`src/rtl/fps_defines.svh`:
```
`ifndef FPS_DEFINES_SVH
`define FPS_DEFINES_SVH

`define FPS_CLK_MHZ            10
`define FPS_SECTOR_ERASE_MAX_S 8
`define FPS_CHIP_ERASE_MAX_S   24
`define FPS_PROGRAM_MAX_US     210
`define FPS_LOAD_WINDOW_US     100
`define FPS_PROTECT_PULSE_US   10
`define FPS_UNPROTECT_PULSE_MS 12
`define FPS_OE_LEAD_US         4
`define FPS_SECTOR_ERASE_CYC   (`FPS_SECTOR_ERASE_MAX_S * 1000000 * `FPS_CLK_MHZ)
`define FPS_CHIP_ERASE_CYC     (`FPS_CHIP_ERASE_MAX_S * 1000000 * `FPS_CLK_MHZ)
`define FPS_PROGRAM_CYC        (`FPS_PROGRAM_MAX_US * `FPS_CLK_MHZ)
`define FPS_LOAD_WINDOW_CYC    (`FPS_LOAD_WINDOW_US * `FPS_CLK_MHZ)
`define FPS_PROTECT_CYC        (`FPS_PROTECT_PULSE_US * `FPS_CLK_MHZ)
`define FPS_UNPROTECT_CYC      (`FPS_UNPROTECT_PULSE_MS * 1000 * `FPS_CLK_MHZ)
`define FPS_OE_LEAD_CYC        (`FPS_OE_LEAD_US * `FPS_CLK_MHZ)
`define FPS_STATUS_POL_BIT     7
`define FPS_STATUS_TOG_BIT     6
`define FPS_SECTOR_LO_BIT      13
`define FPS_SECTOR_HI_BIT      16
`define FPS_CMD_WIDTH_CYC      2

`endif

```
`src/rtl/fps_pkg.sv`:
```
package fps_pkg;
    typedef enum logic [2:0] {
        FPS_OP_PROGRAM   = 3'h0,
        FPS_OP_CHIP_ERS  = 3'h1,
        FPS_OP_SECT_ERS  = 3'h2,
        FPS_OP_PROTECT   = 3'h3,
        FPS_OP_UNPROTECT = 3'h4
    } fps_op_e;
    typedef enum logic [1:0] {
        FPS_POLL_OK      = 2'h0,
        FPS_POLL_BUSY    = 2'h1,
        FPS_POLL_TIMEOUT = 2'h2
    } fps_poll_e;
endpackage

```
`src/rtl/fps_poll_if.sv`:
```
`timescale 1ns/1ps
interface fps_poll_if;
    logic       start;
    logic       erase;
    logic [7:0] expect_data;
    logic [7:0] read_data;
    logic       sample;
    fps_pkg::fps_poll_e verdict;
    modport ctrl (output start, output erase, output expect_data, output read_data,
                  output sample, input verdict);
    modport chk  (input start, input erase, input expect_data, input read_data,
                  input sample, output verdict);
endinterface

```
`src/rtl/fps_flash_host.sv`:
```
`timescale 1ns/1ps
`include "fps_defines.svh"
// Behaviour
// - the host ends a program by polling the polarity and toggle status bits.
// - the host ends an erase by polling the polarity and toggle status bits.
// - the sector load window lasts at least 100 us before the erase starts.
// - a protect pulse holds the write strobe low for at least 10 us.
// - an unprotect pulse holds the write strobe low for at least 12 ms.
// - for a protect or unprotect pulse, the output strobe is asserted at least 4 us before the write strobe.
module fps_flash_host #(
    parameter int unsigned SECT_ERASE_CYC = `FPS_SECTOR_ERASE_CYC,
    parameter int unsigned CHIP_ERASE_CYC = `FPS_CHIP_ERASE_CYC,
    parameter int unsigned UNPROT_CYC     = `FPS_UNPROTECT_CYC
) (
    // clock and reset
    input  wire logic        clk_in,
    input  wire logic        sys_rst_in,
    // user request
    input  wire logic        req_valid_in,
    input  wire logic [2:0]  req_op_in,
    input  wire logic [16:0] req_addr_in,
    input  wire logic [7:0]  req_data_in,
    output logic             req_ready_out,
    output logic             done_out,
    output logic             timeout_out,
    output logic [7:0]       status_out,
    // flash pins
    output logic [16:0]      fl_addr_out,
    output logic [7:0]       fl_data_out,
    output logic             fl_data_oe_out,
    input  wire logic [7:0]  fl_data_in,
    output logic             fl_ce_n_out,
    output logic             fl_oe_n_out,
    output logic             fl_we_n_out
);
    typedef enum logic [2:0] {
        FPS_IDLE   = 3'h0,
        FPS_WRITE  = 3'h1,
        FPS_LOAD   = 3'h2,
        FPS_READ   = 3'h3,
        FPS_CHECK  = 3'h4,
        FPS_LEAD   = 3'h5,
        FPS_PULSE  = 3'h6,
        FPS_FINISH = 3'h7
    } fps_state_e;

    // limits below a few cycles would let a poll or pulse end before it starts
    if (SECT_ERASE_CYC < 16) begin : g_sect_limit_check
        $error("fps_flash_host: sector erase limit too small");
    end
    if (CHIP_ERASE_CYC < 16) begin : g_chip_limit_check
        $error("fps_flash_host: chip erase limit too small");
    end
    if (UNPROT_CYC < 16) begin : g_unprot_limit_check
        $error("fps_flash_host: unprotect pulse too short");
    end

    fps_state_e      state_reg;
    fps_pkg::fps_op_e op_reg;
    logic [31:0]     timer_reg;
    logic [31:0]     wait_reg;
    logic [7:0]      data_reg;
    logic [7:0]      sync1_reg;
    logic [7:0]      sync2_reg;
    logic            take;
    logic            pulse_op;
    fps_poll_if      poll ();

    fps_poll_check u_check (
        .clk_in     (clk_in),
        .sys_rst_in (sys_rst_in),
        .poll       (poll)
    );

    always_ff @(posedge clk_in or posedge sys_rst_in) begin
        if (sys_rst_in) begin
            sync1_reg <= 8'h00;
            sync2_reg <= 8'h00;
        end else begin
            sync1_reg <= fl_data_in;
            sync2_reg <= sync1_reg;
        end
    end

    assign poll.start       = (state_reg == FPS_IDLE);
    assign poll.erase       = (op_reg != fps_pkg::FPS_OP_PROGRAM);
    assign poll.expect_data = data_reg;
    assign poll.read_data   = sync2_reg;
    assign poll.sample      = (state_reg == FPS_CHECK);

    assign take     = (state_reg == FPS_IDLE) && req_valid_in;
    assign pulse_op = (req_op_in == fps_pkg::FPS_OP_PROTECT) ||
                      (req_op_in == fps_pkg::FPS_OP_UNPROTECT);

    // request capture: operation, expected byte and the limit of its poll or pulse
    always_ff @(posedge clk_in or posedge sys_rst_in) begin
        if (sys_rst_in) begin
            op_reg   <= fps_pkg::FPS_OP_PROGRAM;
            data_reg <= 8'h00;
            wait_reg <= 32'h0000_0000;
        end else if (take) begin
            op_reg   <= fps_pkg::fps_op_e'(req_op_in);
            data_reg <= req_data_in;
            unique case (req_op_in)
                fps_pkg::FPS_OP_SECT_ERS:  wait_reg <= SECT_ERASE_CYC;
                fps_pkg::FPS_OP_CHIP_ERS:  wait_reg <= CHIP_ERASE_CYC;
                fps_pkg::FPS_OP_UNPROTECT: wait_reg <= UNPROT_CYC;
                fps_pkg::FPS_OP_PROTECT:   wait_reg <= `FPS_PROTECT_CYC;
                default:                   wait_reg <= `FPS_PROGRAM_CYC;
            endcase
        end
    end

    // write data drive, held one cycle past the rising write strobe so the
    // byte still stands on the bus when the flash latches it
    always_ff @(posedge clk_in or posedge sys_rst_in) begin
        if (sys_rst_in) begin
            fl_data_out    <= 8'h00;
            fl_data_oe_out <= 1'b0;
        end else if (take && !pulse_op) begin
            fl_data_out    <= req_data_in;
            fl_data_oe_out <= 1'b1;
        end else if (state_reg == FPS_LOAD || state_reg == FPS_READ) begin
            fl_data_oe_out <= 1'b0;
        end
    end

    // main sequence
    always_ff @(posedge clk_in or posedge sys_rst_in) begin
        if (sys_rst_in) begin
            state_reg      <= FPS_IDLE;
            timer_reg      <= 32'h0000_0000;
            req_ready_out  <= 1'b1;
            done_out       <= 1'b0;
            timeout_out    <= 1'b0;
            status_out     <= 8'h00;
            fl_addr_out    <= 17'h0_0000;
            fl_ce_n_out    <= 1'b1;
            fl_oe_n_out    <= 1'b1;
            fl_we_n_out    <= 1'b1;
        end else begin
            done_out    <= 1'b0;
            timeout_out <= 1'b0;
            timer_reg   <= timer_reg + 32'h0000_0001;
            unique case (state_reg)
                FPS_IDLE: begin
                    if (req_valid_in) begin
                        fl_addr_out    <= req_addr_in;
                        req_ready_out  <= 1'b0;
                        timer_reg      <= 32'h0000_0000;
                        fl_ce_n_out    <= 1'b0;
                        if (pulse_op) begin
                            fl_oe_n_out <= 1'b0;
                            state_reg   <= FPS_LEAD;
                        end else begin
                            fl_we_n_out    <= 1'b0;
                            state_reg      <= FPS_WRITE;
                        end
                    end
                end
                FPS_WRITE: begin
                    if (timer_reg >= `FPS_CMD_WIDTH_CYC - 1) begin
                        fl_we_n_out    <= 1'b1;
                        timer_reg      <= 32'h0000_0000;
                        state_reg <= (op_reg == fps_pkg::FPS_OP_SECT_ERS) ? FPS_LOAD : FPS_READ;
                    end
                end
                FPS_LOAD: begin
                    if (timer_reg >= `FPS_LOAD_WINDOW_CYC) begin
                        timer_reg <= 32'h0000_0000;
                        state_reg <= FPS_READ;
                    end
                end
                FPS_READ: begin
                    fl_oe_n_out <= 1'b0;
                    if (timer_reg[1:0] == 2'h3) begin
                        state_reg <= FPS_CHECK;
                    end
                end
                FPS_CHECK: begin
                    fl_oe_n_out <= 1'b1;
                    status_out  <= sync2_reg;
                    if (poll.verdict == fps_pkg::FPS_POLL_OK) begin
                        state_reg <= FPS_FINISH;
                    end else if (timer_reg >= wait_reg) begin
                        timeout_out <= 1'b1;
                        state_reg   <= FPS_FINISH;
                    end else begin
                        state_reg <= FPS_READ;
                    end
                end
                FPS_LEAD: begin
                    if (timer_reg >= `FPS_OE_LEAD_CYC) begin
                        fl_we_n_out <= 1'b0;
                        timer_reg   <= 32'h0000_0000;
                        state_reg   <= FPS_PULSE;
                    end
                end
                FPS_PULSE: begin
                    if (timer_reg >= wait_reg) begin
                        fl_we_n_out <= 1'b1;
                        state_reg   <= FPS_FINISH;
                    end
                end
                FPS_FINISH: begin
                    fl_oe_n_out   <= 1'b1;
                    fl_ce_n_out   <= 1'b1;
                    done_out      <= 1'b1;
                    req_ready_out <= 1'b1;
                    state_reg     <= FPS_IDLE;
                end
            endcase
        end
    end
endmodule

```
`src/rtl/fps_poll_check.sv`:
```
`timescale 1ns/1ps
`include "fps_defines.svh"
module fps_poll_check (
    // clock and reset
    input  wire logic clk_in,
    input  wire logic sys_rst_in,
    // status reads
    fps_poll_if.chk   poll
);
    logic       prev_tog_reg;
    logic       have_prev_reg;

    // remembers the previous toggle bit between two reads
    always_ff @(posedge clk_in or posedge sys_rst_in) begin
        if (sys_rst_in) begin
            prev_tog_reg  <= 1'b0;
            have_prev_reg <= 1'b0;
        end else if (poll.start) begin
            have_prev_reg <= 1'b0;
        end else if (poll.sample) begin
            prev_tog_reg  <= poll.read_data[`FPS_STATUS_TOG_BIT];
            have_prev_reg <= 1'b1;
        end
    end

    // done when polarity bit shows the true value and the toggle bit stops toggling
    always_comb begin
        logic pol_done;
        logic tog_done;
        pol_done = poll.erase ? poll.read_data[`FPS_STATUS_POL_BIT]
                 : (poll.read_data[`FPS_STATUS_POL_BIT] ==
                    poll.expect_data[`FPS_STATUS_POL_BIT]);
        tog_done = have_prev_reg &&
                   (prev_tog_reg == poll.read_data[`FPS_STATUS_TOG_BIT]);
        poll.verdict = (pol_done && tog_done) ? fps_pkg::FPS_POLL_OK
                                              : fps_pkg::FPS_POLL_BUSY;
    end
endmodule

```
`config.mk`:
```
export PLATFORM = sky130hd
export DESIGN_NAME = fps_flash_host
export DESIGN_NICKNAME = d
export VERILOG_FILES = /design/src/rtl/fps_pkg.sv /design/src/rtl/fps_poll_if.sv /design/src/rtl/fps_flash_host.sv /design/src/rtl/fps_poll_check.sv
export VERILOG_INCLUDE_DIRS = /design/src /design/src/rtl
export SDC_FILE = /design/constraint.sdc
export NUM_CORES = 1
export LEC_CHECK = 0
export BUFFER_PORTS_ARGS = -buffer_cell sky130_fd_sc_hd__buf_2
export CAP_MARGIN = 40
export CORE_ASPECT_RATIO = 1.1
export CORE_MARGIN = 3
export CORE_UTILIZATION = 30
export DETAILED_ROUTE_END_ITERATION = 12
export HOLD_SLACK_MARGIN = 0.03
export PLACE_DENSITY = 0.49
export SLEW_MARGIN = 10
export SYNTH_ARGS = -nofsm -noshare
export SYNTH_HDL_FRONTEND = slang
export SYNTH_HIERARCHICAL = 1
export SYNTH_SLANG_ARGS = --single-unit
```
`constraint.sdc`:
```
create_clock -name clk_in -period 6.2 [get_ports clk_in]
set_input_delay 0.93 -clock clk_in [delete_from_list [all_inputs] [get_ports clk_in]]
set_output_delay 0.93 -clock clk_in [all_outputs]
set_load 0.02 [all_outputs]
```
==> metrics.txt, run 1 <==
Final Hold Fails=0; overall routed net length=roughly 12000 µm; combinational power share=between 30% and 40%; Switching Share=39.9%; drt drc=0; DR iter-0 viols=between 150 and 200; core outline area=16700 µm²; pwr dens=417 nW/µm²; critical path launch point type=flip-flop; setup TNS=0 ps; CTS sink cnt=106; via-per-instance ratio=4.73; Critical Path AT=around 3100 ps; Slew Limit Fails=0; Syn Nets=592; Initial Utilization=a little under a third; kind of end point of the critical path=flip-flop; Setup Slack @ Placement=roughly 3400 ps; Mapped Area=5190 µm²; Total GRT Usage=13.0%; Routed Antenna Nets=0; share of total power in sequential cells=approximately two fifths; Clock Latency Late Sink=around 350 ps; via count=3934; fill count=1757; Placement Rows=just under 50; first-pass GRT wire length=about 20000 µm; Pint=1.53 mW; post-cts repair resize count=0; Clock Power Share=21.8%; max cap viols=0; CTS tree=yes; Overflow after GRT=0; die height=roughly 140 µm; Setup violations, final=0; antenna violations before repair=0; RSZ-0062 raised after global routing=no; pin count of the biggest net entering global routing=66; Max Clock Freq=around 0.36 GHz; Clock Path Buffers=2; Max FO, Critical Path=12; VDD IR-drop max=roughly 0.29 mV; Syn. warnings=6; setup ws final=3390 ps; CTS clk-pin slew, worst paths=80 ps; drt first pass iters=4; Rel. slew slack=46.3%; Final #Nets=665; cts hold-fix bufs=0; max reg flops=32; DP HPWL=8740 µm; clk_skew=9.78 ps; post-layout min period=2810 ps; Syn Inst Count=524; CP required=6440 ps; Die Span X=131 µm; I/O pin total=79; worst slew pin tran=805 ps; GPL Wtd Cong=0.830; cts bufs inserted=9; Diodes inserted=0; Synth-to-Final Area Change=17.9%; wire per inst=roughly 14 µm; post-synthesis average cell area=9.90 µm²; fraction of layout cells with a size suffix above 1=22.3%; die area=18900 µm²; outcome=finished, final reports clean; fin crit share=a little under half; Port Buffer Count=78; net switching power=1.02 mW; Setup Buffers After CTS=0; WS Path Type=reg -> reg; H-tree depth=3; CTS Root Cell=clkbuf_16; hold crit path type=reg -> reg; Leak Pwr=2.93 nW; vias in the first global route=4109
[power by group through the flow]
stage / combinational (mW) / sequential, mW / clock (mW)
after floorplan: 0.569 / 1.13 / 0
after global placement: 0.979 / 1.01 / 0
after detailed placement: 1.01 / 1.01 / 0
after CTS: 1.01 / 1.01 / 0.573
after global routing: 1.12 / 1.03 / 0.599
final: 0.990 / 1.00 / 0.555
[worst max-delay path, stage by stage (launching register included)]
cell,delay [ps]
dfrtp_1,430
inv_1,170
ha_1,330
nor2b_1,520
and2_1,500
nand2_1,370
mux2_2,380
[worst paths after layout]
kind,start,endpoint,slack (ps),cells past startpoint
max,state_reg[1],fl_data_out[5],3390,6
min,sync1_reg[6],poll.read_data[6],350,0
max reg2reg,state_reg[1],fl_data_out[5],3390,6
min reg2reg,sync1_reg[6],poll.read_data[6],350,0
max in group asynchronous,sys_rst_in,timer_reg[14],4380,3
min in group asynchronous,sys_rst_in,u_check/prev_tog_reg,440,2
[metrics by stage]
stage | instances | hold slack, ps | util [%] | total power [mW] | area, µm²
final | 831 | 351 | 36.7 | 2.55 | 6120
after global routing | 831 | 357 | 36.7 | 2.75 | 6120
after CTS | 831 | 353 | 36.7 | 2.59 | 6120
after detailed placement | 815 | 336 | 35.0 | 2.02 | 5830
after global placement | 813 | 333 | 34.7 | 1.99 | 5790
after floorplan | 524 | 331 | - | 1.69 | 5190
[placed cells by master (no fill, tap or decap), types with 10 or more instances in the layout]
master and n:
a21oi_1 16, buf_2 78, dfrtp_1 103, ha_1 29
inv_1 27, mux2_2 16, nand2_1 94, nand3_1 18
nand4_1 10, nor2_1 56, nor4_1 10, o21ai_0 14
xnor2_1 16, xor2_1 18
[routing by layer]
| metal | global-route usage [%] | vias up | wire (µm) |
|---|---|---|---|
| li1 | - | 1908 | - |
| met1 | 15.3 | 1933 | 5080 |
| met2 | 23.1 | 77 | 5930 |
| met3 | 3.43 | 16 | 537 |
| met4 | 4.86 | 0 | 204 |
| met5 | 0 | - | 0 |
[layout make-up]
cell class	count	area, µm²	area share [%]
inverter	29	111	1.82
sequential	106	2660	43.4
tap	229	287	4.68
multi-input combinational	369	2330	38.1
clock inverter	6	53.8	0.880
timing repair buffer	82	448	7.32
clock buffer	10	229	3.74
Power figures use the tool's default switching activity.
==> inputs of run 2 (changes only) <==
==> constraint.sdc (replaced) <==
create_clock -name clk_in -period 2.76 [get_ports clk_in]
set_input_delay 0.414 -clock clk_in [delete_from_list [all_inputs] [get_ports clk_in]]
set_output_delay 0.414 -clock clk_in [all_outputs]
set_load 0.02 [all_outputs]
==> metrics.txt, run 2 (synthesis results as in run 1) <==
outcome=finished, final reports clean; CP bufs+invs=3 (+2); fraction of layout cells with a size suffix above 1=22.6% (+0.39 points); CTS tree=yes; Leak Pwr=2.94 nW (+0.54%); Critical Path AT=2580 ps (-470 ps); Routed Antenna Nets=0 (unchanged); kind of end point of the critical path=flip-flop; via-per-instance ratio=4.67 (-1.4%); max cap viols=0 (unchanged); RSZ-0062 raised after global routing=no; drt first pass iters=4 (unchanged); Crit path max-delay family=buffers and inverters; Initial Utilization=31.1% (unchanged); die height=144 µm (unchanged); wire per inst=14.1 µm (-0.50%); DP HPWL=8600 µm (-1.6%); Final #Nets=668 (+0.45%); CP required=3050 ps (-3390 ps); core outline area=16700 µm² (unchanged); die area=18900 µm² (unchanged); Clock Path Buffers=2 (unchanged); Clock Latency Late Sink=360 ps (about the same); total power=5.77 mW (+130%); Critical Path Most Common Cell=buf_4; GPL Wtd Cong=0.846 (+1.9%); Total GRT Usage=13.1% (+0.044 points); clk_skew=9.61 ps (-0.173 ps); cts bufs inserted=9 (unchanged); worst slew pin tran=621 ps (-184 ps); Max FO, Critical Path=19 (+7); VDD IR-drop max=0.464 mV (+62%); first-pass GRT wire length=20300 µm (+1.2%); Placed Instances=817 (+0.25%); H-tree depth=3 (unchanged); pin count of the biggest net entering global routing=63 (-4.5%); crit path cell chain=inv_1 -> ha_1 -> nor2b_1 -> buf_4 -> nand2_1 -> buf_4 -> a21o_1; CTS Root Cell=clkbuf_16; commonest non-fill, non-tap cells in the layout=dfrtp_1 (103), nand2_1 (94), buf_2 (78); slowest stage delay, CP=460 ps (-60 ps); CTS clk-pin slew, worst paths=80 ps (about the same); Placement Rows=49 (unchanged); Rel. slew slack=58.2% (+12 points); Diodes inserted=0 (unchanged); I/O pin total=79 (unchanged); post-layout min period=2290 ps (-527 ps); commonest non-fill, non-tap cell in the layout=dfrtp_1; vias in the first global route=4071 (-0.92%); antenna violations before repair=0 (unchanged); DR iter-0 viols=208 (+21%); hold crit path type=in -> reg; Slowest cell on crit path=dfrtp_1; overall routed net length=11700 µm (-0.14%); Final Hold Fails=0 (unchanged); final non-filler cell total=834 (+0.36%); Die Span X=131 µm (unchanged); WS Path Type=reg -> reg; setup TNS=0 ps (unchanged); via count=3892 (-1.1%); Port Buffer Count=78 (unchanged); Fin Hold WS=156 ps (-195 ps); Overflow after GRT=0 (unchanged); CTS sink cnt=106 (unchanged); Slew Limit Fails=0 (unchanged); max reg flops=32 (unchanged); fin crit share=82.8% (+37 points); drt drc=0 (unchanged); critical path launch point type=flip-flop; Synth-to-Final Area Change=18.5%; pwr dens=938 nW/µm² (+130%); Max Clock Freq=0.437 GHz (+23%); Setup violations, final=0 (unchanged)
-- run 2: cell count changes in the layout (fill, tap and decap cells not counted) --
cell / delta
buf_12: +1
buf_8: -1
buf_16: -1
clkinv_4: +1
buf_4: +3
clkbuf_1: -1
dlygate4sd3_1: +1
clkinv_8: +1
inv_4: -1
inv_8: +2
inv_6: -2
-- run 2: metal layers --
metal / track usage (%) / vias to the layer above / wire (µm)
met5: 0 / - / 0
met4: 4.20 / 0 / 200
met3: 3.82 / 18 / 668
met2: 21.4 / 100 / 5470
met1: 16.8 / 1862 / 5400
li1: - / 1912 / -
-- run 2: layout make-up --
class | count | area, µm²
Inverter | 29 | 113
Clock inverter | 7 | 76.3
Multi-Input combinational cell | 369 | 2330
Fill cell | 1753 | 10500
Clock buffer | 9 | 225
Timing Repair Buffer | 85 | 458
Sequential cell | 106 | 2660
Tap cell | 229 | 287
-- run 2: worst register-to-register path, stage by stage (launching register included) --
cell,delay [ps]
dfrtp_1,460
inv_1,140
ha_1,310
nor2b_1,350
buf_4,200
nand2_1,260
buf_4,320
a21o_1,190
-- run 2: path summary, 6_finish.rpt --
kind | slack [ps] | endpoint | from | cells after the start
min in group asynchronous | 480 | u_check/have_prev_reg | sys_rst_in | 3
max in group asynchronous | 1360 | fl_ce_n_out | sys_rst_in | 4
worst min register to register | 350 | poll.read_data[7] | sync1_reg[7] | 0
worst max register to register | 470 | fl_ce_n_out | state_reg[0] | 7
worst min-delay path | 160 | sync1_reg[2] | fl_data_in[2] | 1
worst max-delay path | 470 | fl_ce_n_out | state_reg[0] | 7
-- run 2: where the power goes --
group / total (mW) / internal (mW) / switching (mW)
registers: 2.25 / 1.98 / 0.266
clock network: 1.31 / 0.648 / 0.660
logic: 2.21 / 0.822 / 1.39
-- run 2: timing repair --
action / 4_1_cts / 5_1_grt
endpoints found under the setup margin: 0 / 0
hold buffers: 1 / 0
gates resized for setup: 0 / 0
setup buffers: 0 / 0
hold endpoints to repair: 2 / 0
-- run 2: through the flow --
stage                     util, %  cell area, µm²  setup WS, ps
final                        36.9            6150           474
after global routing         36.9            6150           279
after CTS                    36.9            6150           454
after detailed placement     35.0            5840           495
after global placement       35.0            5840           551
after floorplan                 -            5190           641
==> inputs of run 3 (changes only) <==
--- a/config.mk
+++ b/config.mk
@@ -13,7 +13,7 @@
 export CORE_UTILIZATION = 30
 export DETAILED_ROUTE_END_ITERATION = 12
 export HOLD_SLACK_MARGIN = 0.03
-export PLACE_DENSITY = 0.49
+export PLACE_DENSITY = 0.51
 export SLEW_MARGIN = 10
 export SYNTH_ARGS = -nofsm -noshare
 export SYNTH_HDL_FRONTEND = slang
==> constraint.sdc (replaced) <==
create_clock -name clk_in -period 2.1 [get_ports clk_in]
set_input_delay 0.315 -clock clk_in [delete_from_list [all_inputs] [get_ports clk_in]]
set_output_delay 0.315 -clock clk_in [all_outputs]
set_load 0.02 [all_outputs]
==> metrics.txt, run 3 (synthesis results as in run 1) <==
outcome=finished, final reports clean; hold crit path type=in -> reg; Setup Slack @ Placement=-55.3 ps (-550 ps); via count=4011 (+3.1%); Die Span X=131 µm (unchanged); CTS clk-pin slew, worst paths=80 ps (about the same); vias in the first global route=4117 (+1.1%); Critical Path AT=2290 ps (-290 ps); CP required=2330 ps (-720 ps); die height=144 µm (unchanged); hold wc startpoint=fl_data_in[0]; post-layout min period=2060 ps (-223 ps); Diodes inserted=0 (unchanged); pwr dens=1230 nW/µm² (+31%); drt first pass iters=4 (unchanged); WS Path Type=reg -> reg; Placed Instances=841 (+2.9%); Leak Pwr=3.12 nW (+6.1%); Critical Path Most Common Cell=a211oi_2; commonest non-fill, non-tap cell in the layout=dfrtp_1; pin count of the biggest net entering global routing=77 (+22%); critical path launch point type=flip-flop; Setup violations, final=0 (unchanged); commonest non-fill, non-tap cells in the layout=dfrtp_1 (99), nand2_1 (94), buf_2 (78); max cap viols=0 (unchanged); kind of end point of the critical path=flip-flop; VDD IR-drop max=0.743 mV (+60%); Slew Limit Fails=0 (unchanged); antenna violations before repair=0 (unchanged); slowest stage delay, CP=450 ps (about the same); via-per-instance ratio=4.66 (-0.17%); Final #Nets=695 (+4.0%); wire per inst=14.0 µm (-0.49%); Placement Rows=49 (unchanged); H-tree depth=3 (unchanged); Initial Utilization=31.1% (unchanged); Overflow after GRT=0 (unchanged); Hold Path Stages=1 (unchanged); CTS Root Cell=clkbuf_16; fin crit share=98.2% (+15 points); first-pass GRT wire length=20000 µm (-1.6%); crit path cell chain=inv_2 -> ha_4 -> a211oi_2 -> o211ai_1 -> a211o_2 -> a211oi_4 -> a211oi_2; Clock Latency Late Sink=360 ps (about the same); Fin Hold WS=56.7 ps (-98.9 ps); Clock Path Buffers=2 (unchanged); r2r worst-path depth=7 (unchanged); Total GRT Usage=12.9% (-0.12 points); core outline area=16700 µm² (unchanged); hold endpoint=sync1_reg[0]; cts bufs inserted=9 (unchanged); DR iter-0 viols=173 (-17%); CTS tree=yes; Worst R2R End=state_reg[0]; clk_skew=6.96 ps (-2.65 ps); drt drc=0 (unchanged); Port Buffer Count=78 (unchanged); CP bufs+invs=1 (-2); R2R Setup Slk=40 ps (-440 ps); I/O pin total=79 (unchanged); fill count=1691 (-3.5%); RR Startpoint=timer_reg[2]; Crit path max-delay family=compound AO/OA/AOI/OAI gates; Slowest cell on crit path=dfrtp_2; GPL Wtd Cong=0.854 (+0.85%); Routed Antenna Nets=0 (unchanged); fraction of layout cells with a size suffix above 1=30.2% (+7.6 points); Max FO, Critical Path=6 (-13); final non-filler cell total=861 (+3.2%); max reg flops=32 (unchanged); Final Hold Fails=0 (unchanged); die area=18900 µm² (unchanged); overall routed net length=12100 µm (+2.7%); CTS sink cnt=106 (unchanged); setup ws final=36.8 ps (-437 ps); Max Clock Freq=0.485 GHz (+11%); DP HPWL=8670 µm (+0.89%); Synth-to-Final Area Change=25.6%
## run 3: changes by cell type in the layout (fill, tap and decap cells not counted), moves of 3 or more
cell      before  now
ha_1          29   24
dfrtp_2        0    4
buf_4          5   29
inv_1         27   22
a211oi_1       5    1
nor4_1        10    6
nor4_2         1    4
ha_4           0    3
a211oi_2       0    3
inv_2          1    6
dfrtp_1      103   99
## run 3: report_power, final
group,internal (mW),switching [mW]
clock network,0.852,0.859
logic,1.31,2.02
registers,2.61,0.340
## run 3: worst max-delay path by stage
stage,to,start,depth (start not counted)
after floorplan,fl_data_out[0],state_reg[0],7
after global placement,state_reg[2],timer_reg[5],7
after detailed placement,state_reg[2],timer_reg[5],7
after CTS,fl_we_n_out,timer_reg[11],7
after global routing,state_reg[0],state_reg[0],8
final,state_reg[0],timer_reg[2],7
## run 3: timing repair
| item | in CTS | in global routing |
|---|---|---|
| setup buffers | 0 | 3 |
| endpoints found under the hold margin | 2 | 0 |
| pin swaps | 0 | 8 |
| gates resized for setup | 3 | 33 |
| hold buffers | 1 | 0 |
| setup endpoints to repair | 4 | 11 |
## run 3: per-layer routing
metal	vias up	track usage (%)	wire length (µm)
met5	-	0	0
met4	0	5.64	275
met3	18	2.59	515
met2	87	22.7	6020
met1	1933	15.7	5240
li1	1973	-	-
## run 3: layout make-up
type	count	area [µm²]	share of cell area, %
clock buffers	9	225	3.46
clock inverters	7	75.1	1.15
inverters	29	113	1.73
multi-input cells	369	2470	38.0
flip-flops and latches	106	2660	40.8
well taps	229	287	4.40
repair buffers	112	681	10.4
## run 3: metrics by stage
| stage | TNS [ps] | instance area [µm²] | power [mW] | util, % |
|---|---|---|---|---|
| 2_1_floorplan | 0 | 5190 | 5.01 | - |
| 3_3_place_gp | -24.0 | 6030 | 5.99 | 36.2 |
| 3_5_place_dp | -144 | 6030 | 6.07 | 36.2 |
| 4_1_cts | 0 | 6360 | 7.85 | 38.1 |
| 5_1_grt | -294 | 6520 | 8.56 | 39.1 |
| 6_report | 0 | 6520 | 7.99 | 39.1 |
